<file path="config.mk">
export PLATFORM = sky130hd
export DESIGN_NAME = ebm_top
export DESIGN_NICKNAME = d
export VERILOG_FILES = /design/src/ebm_pkg.sv /design/src/ebm_top.sv /design/src/ebm_sync.sv /design/src/ebm_port_f_mux.sv
export SDC_FILE = /design/constraint.sdc
export NUM_CORES = 1
export LEC_CHECK = 0
export BUFFER_PORTS_ARGS = -buffer_cell sky130_fd_sc_hd__buf_4
export CAP_MARGIN = 10
export CELL_PAD_IN_SITES_DETAIL_PLACEMENT = 1
export CELL_PAD_IN_SITES_GLOBAL_PLACEMENT = 2
export CORE_ASPECT_RATIO = 1.25
export CORE_MARGIN = 4
export CORE_UTILIZATION = 23
export CTS_CLUSTER_SIZE = 24
export DETAILED_ROUTE_END_ITERATION = 8
export PLACE_DENSITY = 0.77
export RECOVER_POWER = 25
export SLEW_MARGIN = 20
export SYNTH_ARGS = -nofsm -noshare
export SYNTH_HDL_FRONTEND = slang
export SYNTH_SLANG_ARGS = --single-unit
</file>
<file path="constraint.sdc">
create_clock -name clk_i -period 1.4 [get_ports clk_i]
set_clock_uncertainty 0.1 [all_clocks]
set_input_delay 0.14 -clock clk_i [delete_from_list [all_inputs] [get_ports clk_i]]
set_output_delay 0.14 -clock clk_i [all_outputs]
set_load 0.05 [all_outputs]
</file>
<file path="src/ebm_pkg.sv">
package ebm_pkg;

    // ------------------------------------------------------------
    // register map
    // ------------------------------------------------------------
    localparam int REG_AW = 4;
    localparam logic [REG_AW-1:0] MMAP_CTRL_OFS = 4'h0;
    localparam int MODE_LSB = 0;
    localparam int MODE_W = 3;
    localparam int RAE_BIT = 3;
    localparam int RSVD_BIT = 4;
    localparam int EPROM_LSB = 5;
    localparam int EPROM_W = 3;
    localparam logic [2:0] MODE_RST = 3'h0;
    localparam logic [EPROM_W-1:0] EPROM_RANGE_RST = 3'h0;
    localparam logic RAE_POR = 1'h0;
    localparam logic [7:0] RDATA_UNMAPPED = 8'h00;

    // ------------------------------------------------------------
    // mode field encodings
    // ------------------------------------------------------------
    typedef enum logic [2:0] {
        EBM_SINGLE_IN  = 3'h0,
        EBM_SINGLE_OUT = 3'h1,
        EBM_EXP_256    = 3'h2,
        EBM_EXP_4K     = 3'h4,
        EBM_EXP_16K    = 3'h6,
        EBM_EXP_FULL   = 3'h7
    } ebm_mode_t;

    localparam logic [7:0] PF_MASK_NONE = 8'h00;
    localparam logic [7:0] PF_MASK_4K = 8'h0F;
    localparam logic [7:0] PF_MASK_16K = 8'h3F;
    localparam logic [7:0] PF_MASK_FULL = 8'hFF;

    // ------------------------------------------------------------
    // carriers
    // ------------------------------------------------------------
    typedef struct packed {
        logic [15:0] addr;
        logic [7:0] wdata;
        logic ale;
        logic mem_rd;
        logic mem_wr;
        logic ext_sel;
    } ebm_core_bus_t;

    // ------------------------------------------------------------
    // mode decoding
    // ------------------------------------------------------------
    // reserved encodings (3 and 5) behave as no expansion at all
    function automatic logic ebm_is_expansion(input ebm_mode_t mode);
        ebm_is_expansion = (mode == EBM_EXP_256) || (mode == EBM_EXP_4K) ||
                           (mode == EBM_EXP_16K) || (mode == EBM_EXP_FULL);
    endfunction

    // port f pins that carry high address bits in each mode
    function automatic logic [7:0] ebm_addr_pin_mask(input ebm_mode_t mode);
        case (mode)
            EBM_EXP_4K: ebm_addr_pin_mask = PF_MASK_4K;
            EBM_EXP_16K: ebm_addr_pin_mask = PF_MASK_16K;
            EBM_EXP_FULL: ebm_addr_pin_mask = PF_MASK_FULL;
            default: ebm_addr_pin_mask = PF_MASK_NONE;
        endcase
    endfunction

endpackage

</file>
<file path="src/ebm_top.sv">
module ebm_top #(
    parameter bit HAS_EPROM = 1'b0,
    parameter logic [ebm_pkg::EPROM_W-1:0] EPROM_RANGE_RST = ebm_pkg::EPROM_RANGE_RST
) (
    input wire logic clk_i,
    input wire logic rst_b_i,
    input wire logic por_b_i,
    input wire logic hw_stop_i,
    input wire logic [ebm_pkg::REG_AW-1:0] reg_addr_i,
    input wire logic [7:0] reg_wdata_i,
    input wire logic reg_wr_i,
    input wire logic reg_rd_i,
    output logic [7:0] reg_rdata_o,
    input wire ebm_pkg::ebm_core_bus_t core_bus_i,
    input wire logic core_ram_sel_i,
    output logic ram_access_o,
    input wire logic [7:0] port_d_latch_i,
    output logic [7:0] port_d_in_o,
    input wire logic [7:0] port_f_latch_i,
    input wire logic [7:0] port_f_dir_i,
    output logic [7:0] port_f_in_o,
    input wire logic [7:0] port_d_pins_i,
    output logic [7:0] port_d_pins_o,
    output logic [7:0] port_d_pins_oe_o,
    input wire logic [7:0] port_f_pins_i,
    output logic [7:0] port_f_pins_o,
    output logic [7:0] port_f_pins_oe_o,
    output logic bus_ale_o,
    output logic bus_rd_b_o,
    output logic bus_wr_b_o
);

    // ------------------------------------------------------------
    // state
    // ------------------------------------------------------------
    typedef struct packed {
        ebm_pkg::ebm_mode_t mode;
        logic [ebm_pkg::EPROM_W-1:0] eprom;
        logic [7:0] rdata;
        logic [7:0] pd_out;
        logic [7:0] pd_oe;
        logic ale;
        logic rd_b;
        logic wr_b;
        logic ram_access;
    } ebm_state_t;

    localparam ebm_state_t STATE_RST = '{
        mode: ebm_pkg::ebm_mode_t'(ebm_pkg::MODE_RST),
        eprom: EPROM_RANGE_RST,
        rdata: 8'h00,
        pd_out: 8'h00,
        pd_oe: 8'h00,
        ale: 1'b0,
        rd_b: 1'b1,
        wr_b: 1'b1,
        ram_access: 1'b0
    };

    ebm_state_t state;
    ebm_state_t next_state;
    logic ram_access_enable;
    logic next_rae;
    logic reg_hit;
    logic expansion;
    logic [7:0] rd_word;
    logic [7:0] pf_addr_hi;

    assign reg_hit = (reg_addr_i == ebm_pkg::MMAP_CTRL_OFS);
    assign expansion = ebm_pkg::ebm_is_expansion(state.mode);

    // ------------------------------------------------------------
    // pin input synchronisers
    // ------------------------------------------------------------
    ebm_sync #(
        .W(8)
    ) u_sync_d (
        .clk_i(clk_i),
        .rst_b_i(rst_b_i),
        .async_i(port_d_pins_i),
        .sync_o(port_d_in_o)
    );

    ebm_sync #(
        .W(8)
    ) u_sync_f (
        .clk_i(clk_i),
        .rst_b_i(rst_b_i),
        .async_i(port_f_pins_i),
        .sync_o(port_f_in_o)
    );

    // ------------------------------------------------------------
    // port f address / general select
    // ------------------------------------------------------------
    // only the address bits of pins in address mode leave the chip, so the
    // high bits are masked simply by leaving those pins as ports
    assign pf_addr_hi = core_bus_i.addr[15:8];

    ebm_port_f_mux u_pf (
        .clk_i(clk_i),
        .rst_b_i(rst_b_i),
        .mode_i(state.mode),
        .addr_hi_i(pf_addr_hi),
        .latch_i(port_f_latch_i),
        .dir_i(port_f_dir_i),
        .pins_o(port_f_pins_o),
        .pins_oe_o(port_f_pins_oe_o)
    );

    // ------------------------------------------------------------
    // register readback
    // ------------------------------------------------------------
    always_comb begin
        rd_word = 8'h00;
        rd_word[ebm_pkg::MODE_LSB +: ebm_pkg::MODE_W] = state.mode;
        rd_word[ebm_pkg::RAE_BIT] = ram_access_enable;
        if (HAS_EPROM) begin
            rd_word[ebm_pkg::EPROM_LSB +: ebm_pkg::EPROM_W] = state.eprom;
        end
    end

    // ------------------------------------------------------------
    // next state
    // ------------------------------------------------------------
    always_comb begin
        next_state = state;
        next_rae = ram_access_enable;
        next_state.rdata = ebm_pkg::RDATA_UNMAPPED;
        if (reg_rd_i && reg_hit) begin
            next_state.rdata = rd_word;
        end
        if (reg_wr_i && reg_hit) begin
            // reserved encodings are stored as written
            next_state.mode = ebm_pkg::ebm_mode_t'(reg_wdata_i[ebm_pkg::MODE_LSB +:
                                                               ebm_pkg::MODE_W]);
            next_rae = reg_wdata_i[ebm_pkg::RAE_BIT];
            if (HAS_EPROM) begin
                next_state.eprom = reg_wdata_i[ebm_pkg::EPROM_LSB +: ebm_pkg::EPROM_W];
            end
        end
        // stop beats a same-cycle write to the mode and eprom fields so the bus cannot wake up driving
        if (hw_stop_i) begin
            next_state.mode = ebm_pkg::ebm_mode_t'(ebm_pkg::MODE_RST);
            next_state.eprom = EPROM_RANGE_RST;
        end

        next_state.ram_access = core_ram_sel_i && ram_access_enable;

        // port d: input, output latch, or multiplexed bus
        case (state.mode)
            ebm_pkg::EBM_SINGLE_IN: begin
                next_state.pd_oe = 8'h00;
                next_state.pd_out = 8'h00;
            end
            ebm_pkg::EBM_SINGLE_OUT: begin
                next_state.pd_oe = 8'hFF;
                next_state.pd_out = port_d_latch_i;
            end
            ebm_pkg::EBM_EXP_256, ebm_pkg::EBM_EXP_4K, ebm_pkg::EBM_EXP_16K,
            ebm_pkg::EBM_EXP_FULL: begin
                if (core_bus_i.ale) begin
                    next_state.pd_oe = 8'hFF;
                    next_state.pd_out = core_bus_i.addr[7:0];
                end else if (core_bus_i.mem_wr && core_bus_i.ext_sel) begin
                    next_state.pd_oe = 8'hFF;
                    next_state.pd_out = core_bus_i.wdata;
                end else begin
                    next_state.pd_oe = 8'h00;
                    next_state.pd_out = 8'h00;
                end
            end
            default: begin
                next_state.pd_oe = 8'h00;
                next_state.pd_out = 8'h00;
            end
        endcase

        // one memory strobe pair serves memory and peripherals alike
        next_state.ale = expansion && core_bus_i.ale;
        next_state.rd_b = !(expansion && core_bus_i.ext_sel && core_bus_i.mem_rd);
        next_state.wr_b = !(expansion && core_bus_i.ext_sel && core_bus_i.mem_wr);
    end

    // ------------------------------------------------------------
    // registers
    // ------------------------------------------------------------
    always_ff @(posedge clk_i or negedge rst_b_i) begin
        if (!rst_b_i) begin
            state <= STATE_RST;
        end else begin
            state <= next_state;
        end
    end

    // the ram enable survives the ordinary reset; only power-on clears it,
    // and software is still expected to write it before use
    always_ff @(posedge clk_i or negedge por_b_i) begin
        if (!por_b_i) begin
            ram_access_enable <= ebm_pkg::RAE_POR;
        end else begin
            ram_access_enable <= next_rae;
        end
    end

    assign reg_rdata_o = state.rdata;
    assign ram_access_o = state.ram_access;
    assign port_d_pins_o = state.pd_out;
    assign port_d_pins_oe_o = state.pd_oe;
    assign bus_ale_o = state.ale;
    assign bus_rd_b_o = state.rd_b;
    assign bus_wr_b_o = state.wr_b;

    // ------------------------------------------------------------
    // checks
    // ------------------------------------------------------------
    stop_clears_mode_a: assert property (
        @(posedge clk_i) disable iff (!rst_b_i)
        hw_stop_i |=> (state.mode == ebm_pkg::EBM_SINGLE_IN) ##1 (port_d_pins_oe_o == 8'h00)
    ) else $error("mode not cleared by hardware stop");

    ram_gate_a: assert property (
        @(posedge clk_i) disable iff (!rst_b_i || !por_b_i)
        (core_ram_sel_i && !reg_rdata_o[ebm_pkg::RAE_BIT] && $past(reg_rd_i && reg_hit) &&
         !$past(reg_wr_i && reg_hit)) |=> !ram_access_o
    ) else $error("ram access passed while disabled");

    rae_hold_a: assert property (
        @(posedge clk_i) disable iff (!por_b_i)
        !(reg_wr_i && reg_hit) |=> $stable(ram_access_enable)
    ) else $error("ram enable changed without a write");

    pd_input_a: assert property (
        @(posedge clk_i) disable iff (!rst_b_i)
        (state.mode == ebm_pkg::EBM_SINGLE_IN) [*2] |-> port_d_pins_oe_o == 8'h00
    ) else $error("port d driven in input mode");

    pd_output_a: assert property (
        @(posedge clk_i) disable iff (!rst_b_i)
        (state.mode == ebm_pkg::EBM_SINGLE_OUT) |=>
            (port_d_pins_oe_o == 8'hFF) && (port_d_pins_o == $past(port_d_latch_i))
    ) else $error("port d output latch not on pins");

    pd_addr_a: assert property (
        @(posedge clk_i) disable iff (!rst_b_i)
        (expansion && core_bus_i.ale) |=>
            bus_ale_o && (port_d_pins_o == $past(core_bus_i.addr[7:0])) &&
            (port_d_pins_oe_o == 8'hFF)
    ) else $error("low address not on port d");

    pf_4k_a: assert property (
        @(posedge clk_i) disable iff (!rst_b_i)
        (state.mode == ebm_pkg::EBM_EXP_4K) |=>
            (port_f_pins_oe_o[3:0] == 4'hF) && (port_f_pins_o[3:0] == $past(core_bus_i.addr[11:8]))
            && (port_f_pins_oe_o[7:4] == $past(port_f_dir_i[7:4]))
    ) else $error("4k port f split wrong");

    pf_16k_a: assert property (
        @(posedge clk_i) disable iff (!rst_b_i)
        (state.mode == ebm_pkg::EBM_EXP_16K) |=>
            (port_f_pins_o[5:0] == $past(core_bus_i.addr[13:8])) &&
            (port_f_pins_oe_o[7:6] == $past(port_f_dir_i[7:6]))
    ) else $error("16k port f split wrong");

    pf_full_a: assert property (
        @(posedge clk_i) disable iff (!rst_b_i)
        (state.mode == ebm_pkg::EBM_EXP_FULL) |=>
            (port_f_pins_oe_o == 8'hFF) && (port_f_pins_o == $past(core_bus_i.addr[15:8]))
    ) else $error("full port f address wrong");

    strobe_idle_a: assert property (
        @(posedge clk_i) disable iff (!rst_b_i)
        (!expansion || !core_bus_i.ext_sel) |=> bus_rd_b_o && bus_wr_b_o
    ) else $error("strobe outside external memory cycle");

    upper_ignored_a: assert property (
        @(posedge clk_i) disable iff (!rst_b_i)
        (!HAS_EPROM) |-> (reg_rdata_o[7:4] == 4'h0)
    ) else $error("upper bits read nonzero without eprom");

endmodule

</file>
<file path="src/ebm_sync.sv">
module ebm_sync #(
    parameter int W = 8
) (
    input wire logic clk_i,
    input wire logic rst_b_i,
    input wire logic [W-1:0] async_i,
    output logic [W-1:0] sync_o
);

    logic [W-1:0] meta;

    // meta is read by sync_o only
    always_ff @(posedge clk_i or negedge rst_b_i) begin
        if (!rst_b_i) begin
            meta <= '0;
            sync_o <= '0;
        end else begin
            meta <= async_i;
            sync_o <= meta;
        end
    end

endmodule

</file>
<file path="src/ebm_port_f_mux.sv">
module ebm_port_f_mux (
    input wire logic clk_i,
    input wire logic rst_b_i,
    input wire ebm_pkg::ebm_mode_t mode_i,
    input wire logic [7:0] addr_hi_i,
    input wire logic [7:0] latch_i,
    input wire logic [7:0] dir_i,
    output logic [7:0] pins_o,
    output logic [7:0] pins_oe_o
);

    logic [7:0] addr_pin;

    assign addr_pin = ebm_pkg::ebm_addr_pin_mask(mode_i);

    // ------------------------------------------------------------
    // per-pin select
    // ------------------------------------------------------------
    // address pins drive in every machine cycle, not only memory cycles
    for (genvar i = 0; i < 8; i++) begin : g_pin
        always_ff @(posedge clk_i or negedge rst_b_i) begin
            if (!rst_b_i) begin
                pins_o[i] <= 1'b0;
                pins_oe_o[i] <= 1'b0;
            end else if (addr_pin[i]) begin
                pins_o[i] <= addr_hi_i[i];
                pins_oe_o[i] <= 1'b1;
            end else begin
                pins_o[i] <= latch_i[i];
                pins_oe_o[i] <= dir_i[i];
            end
        end
    end

endmodule

</file>
### Yosys cells after proc, flatten, opt, wreduce, memory -nomap -nowiden

Index checks and enable logic that the tools add are counted.

| word-level totals | value |
|---|---|
| flip-flop bits (word level) | 76 |
| bits of input ports | 87 |
| output and inout port bits | 60 |
| word-level logic and storage cells | 73 |

| cells by class | value |
|---|---|
| eq/ne operators | 5 |
| multiplexer cells | 23 |
| reductions and logical operators | 16 |

Operators with widths:

| cell | count |
|---|---|
| 16-bit two-way mux | 2 |
| 16-bit case mux with 2 select lines | 1 |
| 8-bit case mux with 3 select lines | 1 |
| 1-bit two-way mux | 16 |
| 3-bit == test, second input constant | 3 |
| 1-bit logical AND | 8 |
| 6-bit two-way mux | 1 |
| 4-bit logical NOT | 1 |
| 4-bit two-way mux | 1 |
| 4-bit OR reduction | 1 |
| 3-bit by 1-bit == test with 1-bit output, second input constant | 1 |
| 3-bit by 2-bit == test with 1-bit output, second input constant | 1 |
| 1-bit logical OR | 3 |
| 3-bit two-way mux | 1 |
| 1-bit logical NOT | 2 |
| 2-bit nonzero test | 1 |

### Depth between registers and ports, before layout

Gate-level depths: netlist (run 1).

| logic depth | value |
|---|---|
| word-level depth | 7 |
| gate-level depth with buffers | 4 |

### Hierarchy

From an unflattened synthesis (run 1), not the netlist that was laid out.

| second synthesis, totals | value |
|---|---|
| cells, all modules | 165 |
| area total of the unflattened synthesis | 2384.8 µm² |

Modules (own cells, without submodules):

| module | instances | cells each | area an instance (µm²) |
|---|---|---|---|
| ebm_top | 1 | 97 | 1013.5 |
| ebm_sync | 2 | 16 | 400.4 |
| ebm_port_f_mux | 1 | 36 | 570.5 |

### Worst setup path after synthesis (run 1)

No wires, ideal clock.

| path | value |
|---|---|
| path type | reg2reg |
| start point | reg state (netlist bit rd_word[1]) |
| end point | reg u_pf.pins_o[0] |
| library setup time | 0.125 ns |
| arrival time | 1.123 ns |
| setup slack | 0.052 ns |
| stages on the path, launching flop included | 4 |
| period minus slack after synthesis | 1.348 ns |
| cell sequence | dfrtp_1 > buf_2 > o21ai_2 > mux2_2 |

| between the ends | value |
|---|---|
| longest elaborated chain between the ends | 3 |
| elaborated cells on any way between the ends | 5 |

RTL lines:

| what | line | RTL |
|---|---|---|
| from (decl) | ebm_top.sv:60 | `ebm_state_t state;` |
| from (signal assigned) | ebm_top.sv:192 | `state <= next_state;` |
| 3-bit == test | ebm_pkg.sv:59 | `case (mode)` |
| 8-bit case mux with 3 select lines * | ebm_pkg.sv:59 |  |
| 1-bit two-way mux * | ebm_port_f_mux.sv:25 | `end else if (addr_pin[i]) begin` |
| to (signal, indexed assignment) | ebm_port_f_mux.sv:26 | `pins_o[i] <= addr_hi_i[i];` |
| to (signal, indexed assignment) | ebm_port_f_mux.sv:29 | `pins_o[i] <= latch_i[i];` |
| to (decl) | ebm_port_f_mux.sv:8 | `output logic [7:0] pins_o,` |

Every way passes the cells marked *; elsewhere a longest branch is shown, timed or not.
A chain may end at the register's enable or synchronous reset.

### Final worst setup path (run 1)

| path | value |
|---|---|
| start point | reg state (netlist bit rd_word[1]) |
| end point | reg u_pf.pins_o[2] |

The elaborated chain is that of the path after synthesis.

==> results of run 1 <==
[cell type report]
cell class,instances,area share [%]
Multi-Input combinational cell,73,12.7
Clock buffer,10,5.23
Tap cell,129,3.68
Clock inverter,5,1.20
Sequential cell,69,39.5
Inverter,1,0.0857
Timing Repair Buffer,199,37.6
[flip-flops by register name (all words and copies together), names as in the netlist]
name,flops
port_d_pins_o,8
u_pf.pins_o,8
u_pf.pins_oe_o,8
u_sync_d.meta,8
u_sync_d.sync_o,8
u_sync_f.meta,8
u_sync_f.sync_o,8
reg_rdata_o,4
rd_word,3
bus_ale_o,1
bus_rd_b_o,1
bus_wr_b_o,1
port_d_pins_oe_o,1
ram_access_enable,1
ram_access_o,1
[critical path, delay by kind of cell, from the launching register on]
family | cells | cell delay (ns)
flip-flops | 1 | 0.47
AO/OA/AOI/OAI | 1 | 0.27
multiplexers | 1 | 0.36
[worst max-delay path by stage]
| stage | endpoint | from | cells past startpoint |
|---|---|---|---|
| final | u_pf.pins_o[2] | rd_word[1] | 2 |
| after global routing | port_d_pins_o[6] | rd_word[2] | 4 |
| after CTS | u_pf.pins_o[2] | rd_word[1] | 2 |
| after detailed placement | u_pf.pins_o[2] | rd_word[1] | 2 |
| after global placement | u_pf.pins_o[3] | rd_word[1] | 2 |
| after floorplan | u_pf.pins_o[0] | rd_word[1] | 3 |
[through the flow]
step	hold slack, ns	instance area (um2)	utilization (%)
after floorplan	-0.256	2380	-
after global placement	-0.184	3530	34.9
after detailed placement	-0.181	3530	34.9
after CTS	0.00977	4380	43.3
after global routing	0.0296	4380	43.3
final	0.0119	4380	43.3
[metal layers]
layer | track usage [%] | routed length (um) | vias up
li1 | - | - | 910
met5 | 0 | 0 | -
met3 | 4.14 | 577 | 8
met2 | 22.9 | 4080 | 87
met4 | 4.87 | 116 | 0
met1 | 13.8 | 2570 | 959
[timing repair]
item	CTS	global route
hold buffers	56	0
setup endpoints to repair	2	4
hold endpoints to repair	117	0
resized for setup	1	2
[power groups by stage]
stage | registers, W | clock network, W | logic (W)
floorplan | 0.00236 | 0 | 0.000138
global placement | 0.00215 | 0 | 0.000678
detailed placement | 0.00215 | 0 | 0.000689
CTS | 0.00212 | 0.00222 | 0.000821
global route | 0.00213 | 0.00229 | 0.000866
finish | 0.00212 | 0.00214 | 0.000813
[kinds of logic after synthesis]
group | Yosys count | share of synthesized area, %
flip-flops | 69 | 72.9
AND/OR/NAND/NOR | 38 | 11.0
AO/OA/AOI/OAI | 22 | 7.07
buffers and inverters | 16 | 4.43
multiplexers | 9 | 4.43
other | 1 | 0.158
[layout by cell type, fill, tap and decap left out, types with 2 or more instances in the layout]
cell and count:
nand2b_1 12, a22oi_1 8, dfstp_2 2, conb_1 4
buf_4 125, dlygate4sd3_1 56, nand4b_1 3, o2bb2ai_1 8
mux2_2 8, clkbuf_4 15, nor2b_1 10, o21ai_0 2
and3_2 4, nor2_1 2, clkinv_2 3, dfrtp_1 67
clkbuf_16 9
==> results.yml, run 1 <==
timing:
  hold_viol_final: 0
  final.setup.worst_slack_ns: 0.0819
  period_needed_ns: 1.32
  setup_viol: 0
  relSlewSlack_pct: 55.1
  fmax_ghz: 0.759
  rsz0062_at_grt: "no"
  finalSetupTns_ns: 0
  tightest_slew_ns: 0.673
  fin_crit_sh_pct: 94.1
  drv_slew: 0
setup_path:
  endpoint_kind: "flip-flop"
  rrSetupSlack_ns: 0.08
  path_cells: "o21ai_4 -> mux2_2"
  critPathSlowestCell: "dfrtp_1"
  r2r_cells: 2
  cp_max_fo: 8
  crit_arrival_ns: 1.42
  required_ns: 1.51
  path_class: "flip-flop to flip-flop"
  worstReg2RegStart: "rd_word[1]"
  reg2reg_to: "u_pf.pins_o[2]"
  cp_slowest_stage_delay_ns: 0.47
  startpoint_type: "flip-flop"
floorplanning:
  core_region_area_um2: 10100
  die_area_um2: 12000
  start_util_pct: 23.5
  ios: 147
  die_h_um: 122
  die_w_um: 98.8
  num_rows: 41
placed_design:
  hpwl_mm: 4.98
  place_ws_ns: 0.00454
  dp_cells: 415
  gp_congestion: 0.745
  port_buffers: 138
run_status:
  run_status: "completed"
finish:
  regArea_um2: 1730
  multi_input_area_um2: 557
  n_antenna_cell: 0
  layout.cells.non_filler: 486
  fill_cells: 1059
  nNetsFinal: 440
  syn_to_final_growth_pct: 84.7
  drive_gt1_share_pct: 49.3
global_route:
  grt_pass1_vias: 2214
  grt_antenna_before_repair: 0
  grt_overflow: 0
  grt_pass1_wl_mm: 11.5
  grt_use_total_pct: 12.7
  grt_max_degree: 44
min_path:
  whs_endpoint: "rd_word[0]"
  hp-class: "input port to flip-flop"
  hold_depth: 3
  hp-start: "reg_wdata_i[0]"
detailed_routing:
  wl_per_cell_um: 15.1
  drt_first_pass_iters: 4
  vias: 1964
  drc: 0
  ant_nets: 0
  drt-initial-drc-count: 54
  viasPerCell: 4.04
  wirelength_mm: 7.34
synthesis:
  ys.flop_type: "dfrtp_1"
  synthTopCellsByCount: "dfrtp_1, nand2b_1, buf_4, nor2b_1"
  syn_area_um2: 2370
  synth_warnings: 0
  synth.area.top_cells: "dfrtp_1, mux2_2, buf_4, nand2b_1, o2bb2ai_1"
  seq_area_frac_synth_pct: 72.9
  yosysMostFrequentCell: "dfrtp_1"
  synth_cell_types: 27
  syn_inst: 155
  synth-async-reset-ratio_pct: 100
  ys_ff_latch: 69
  synth_top_area_share_pct: 70.7
  synth_top_area_cell: "dfrtp_1"
  synth_edf_count: 0
  synth.avg_cell_area_um2: 15.3
clock_network:
  cts_num_sinks: 69
  clk_latency_ns: 0.32
  cts.clk_slew.worst_paths_ns: 0.05
  cts_buffer_depth: 2
  cts_made_buffers: 9
  tritoncts: "yes"
  root_buffer: "clkbuf_16"
  post_cts_buffers: 0
  htreeDepth: 3
flow_run:
  max_cap_violations: 0
power_and_ir_drop:
  seqPwrFrac_pct: 41.7
  p_comb_share_pct: 16.0
  power_density_nw_per_um2: 1160
  finalPower_w: 0.00507
  p_clk_share_pct: 42.2
  power.leakage_nw: 2.11
  ir_worst_vdd_mv: 0.424
  p_sw_w: 0.00125
  swShare_pct: 24.6
  p_int_w: 0.00382
Power figures use the tool's default switching activity.
==> inputs of run 2 (changes only) <==
- BUFFER_PORTS_ARGS: -buffer_cell sky130_fd_sc_hd__buf_4 -> default
- CORE_UTILIZATION: 23 -> 40
- DONT_BUFFER_PORTS: default -> 1
- PLACE_DENSITY: 0.77 -> 0.84
- TNS_END_PERCENT: default -> 50
- clock period: 1.4 -> 1.6 ns (I/O delays scaled with it)
==> results.yml, run 2 (synthesis gave the netlist of run 1 again) <==
power_and_ir_drop:
  finalPower_w: 0.00366
  power_density_nw_per_um2: 1110
  power.leakage_nw: 1.44
  ir_worst_vdd_mv: 0.537
timing:
  finalSetupTns_ns: 0
  period_needed_ns: 1.52
  fin_crit_sh_pct: 94.9
  hold_viol_final: 68
  rsz0062_at_grt: "no"
  fmax_ghz: 0.659
  whs_ns: -0.585
  tightest_slew_ns: 0.512
  setup_viol: 0
  relSlewSlack_pct: 65.9
  drv_slew: 0
finish:
  drive_gt1_share_pct: 16.0
  nNetsFinal: 315
  mostFrequentLayoutCell: "dlygate4sd3_1"
  syn_to_final_growth_pct: 38.8
  fill_cells: 591
  utilization_pct: 57.0
  layout.cells.non_filler: 298
  final_cell_mix: "dlygate4sd3_1, dfrtp_1, nand2b_1"
  stdcell_area_um2: 3290
setup_path:
  critPathSlowestCell: "dlygate4sd3_1"
  startpoint_type: "input port"
  crit_arrival_ns: 1.68
  crit_top_cell: "dlygate4sd3_1"
  cp_slowest_stage_delay_ns: 0.57
  required_ns: 1.76
  path_cells: "dlygate4sd3_1 -> and2_4 -> o31ai_1 -> dlygate4sd3_1"
  path_class: "input port to flip-flop"
  cp_max_fo: 4
  endpoint_kind: "flip-flop"
global_route:
  grt_overflow: 0
  grt_pass1_vias: 1793
  grt_antenna_before_repair: 1
  grt_max_degree: 69
  grt_pass1_wl_mm: 10.4
  grt_use_total_pct: 19.9
placed_design:
  dp_cells: 214
  place_area_um2: 2420
  hpwl_mm: 3.75
  gp_congestion: 0.699
  port_buffers: 0
clock_network:
  tritoncts: "yes"
  cts_buffer_depth: 2
  cts_num_sinks: 69
  post_cts_buffers: 0
  htreeDepth: 3
  cts_hold_buf: 69
  cts_made_buffers: 9
  clk_latency_ns: 0.32
  cts.clk_slew.worst_paths_ns: 0.07
  root_buffer: "clkbuf_8"
run_status:
  violations: "negative hold slack"
  run_status: "complete, but fails checks"
detailed_routing:
  ant_nets: 0
  vias: 1527
  viasPerCell: 5.12
  wirelength_mm: 6.79
  drt-initial-drc-count: 40
  drc: 0
  wl_per_cell_um: 22.8
  drt_first_pass_iters: 4
floorplanning:
  die_w_um: 76.9
  start_util_pct: 41.0
  num_rows: 31
  core_region_area_um2: 5780
  die_h_um: 94.1
  die_area_um2: 7230
  ios: 147
flow_run:
  max_cap_violations: 0
min_path:
  hp-class: "input port to asynchronous set/reset pin"
-- run 2: cell types whose count changed in the layout (fill, tap and decap cells not counted), moves of 2 or more --
cell,previous run,this run
buf_4,125,4
dlygate4sd3_1,56,69
clkbuf_16,9,0
clkbuf_8,0,10
dfrtp_1,67,65
clkinv_2,3,1
clkbuf_4,15,0
-- run 2: layout make-up --
class                      count  area (um2)  area share (%)
clock buffer                  12         145            4.41
inverter                       1        3.75           0.114
clock inverter                 2        35.0            1.06
multi-input combinational     73         548            16.6
timing repair buffer          74         741            22.5
antenna                        1        2.50          0.0760
sequential                    69        1730            52.7
tap                           66        82.6            2.51
-- run 2: timing repair --
action / in CTS / in global routing
hold endpoints to repair: 121 / 68
setup endpoints to repair: 0 / 2
gates resized for setup: 0 / 1
-- run 2: through the flow --
stage	setup slack, ns	hold slack [ns]
global placement	0.247	-0.236
detailed placement	0.173	-0.236
CTS	0.126	-0.613
finish	0.0816	-0.585
floorplan	0.252	-0.236
global route	0.00696	-0.620
-- run 2: worst max-delay path: cells and delay by family --
family          cells  cell delay (ns)
simple gates        1             0.17
buf+inv             2             1.14
compound gates      1             0.21
-- run 2: path summary, 6_finish.rpt --
kind | from | endpoint | slack, ns | depth (start not counted)
max | reg_wr_i | rd_word[0] | 0.08 | 4
max in group asynchronous | por_b_i | ram_access_enable | 0.82 | 2
min in group clk_i | core_bus_i[3] | port_d_pins_o[4] | 0.04 | 3
max reg2reg | rd_word[0] | rd_word[0] | 0.12 | 3
min reg2reg | u_sync_d.meta[5] | u_sync_d.sync_o[5] | 0.25 | 0
min | rst_b_i | u_pf.pins_oe_o[2] | -0.59 | 0
-- run 2: routing by layer --
layer	up-vias	track usage [%]	share of wire [%]
met5	-	0	0
met4	0	10.4	3.3
met3	18	6.72	5.7
met2	88	37.2	59
met1	763	19.1	32
li1	658	-	-
-- run 2: power by group --
group / switching (W) / leakage, nW / internal, W
combinational: 0.000114 / 0.504 / 0.000158
clock: 0.000598 / 0.0923 / 0.000745
sequential: 0.000222 / 0.839 / 0.00182
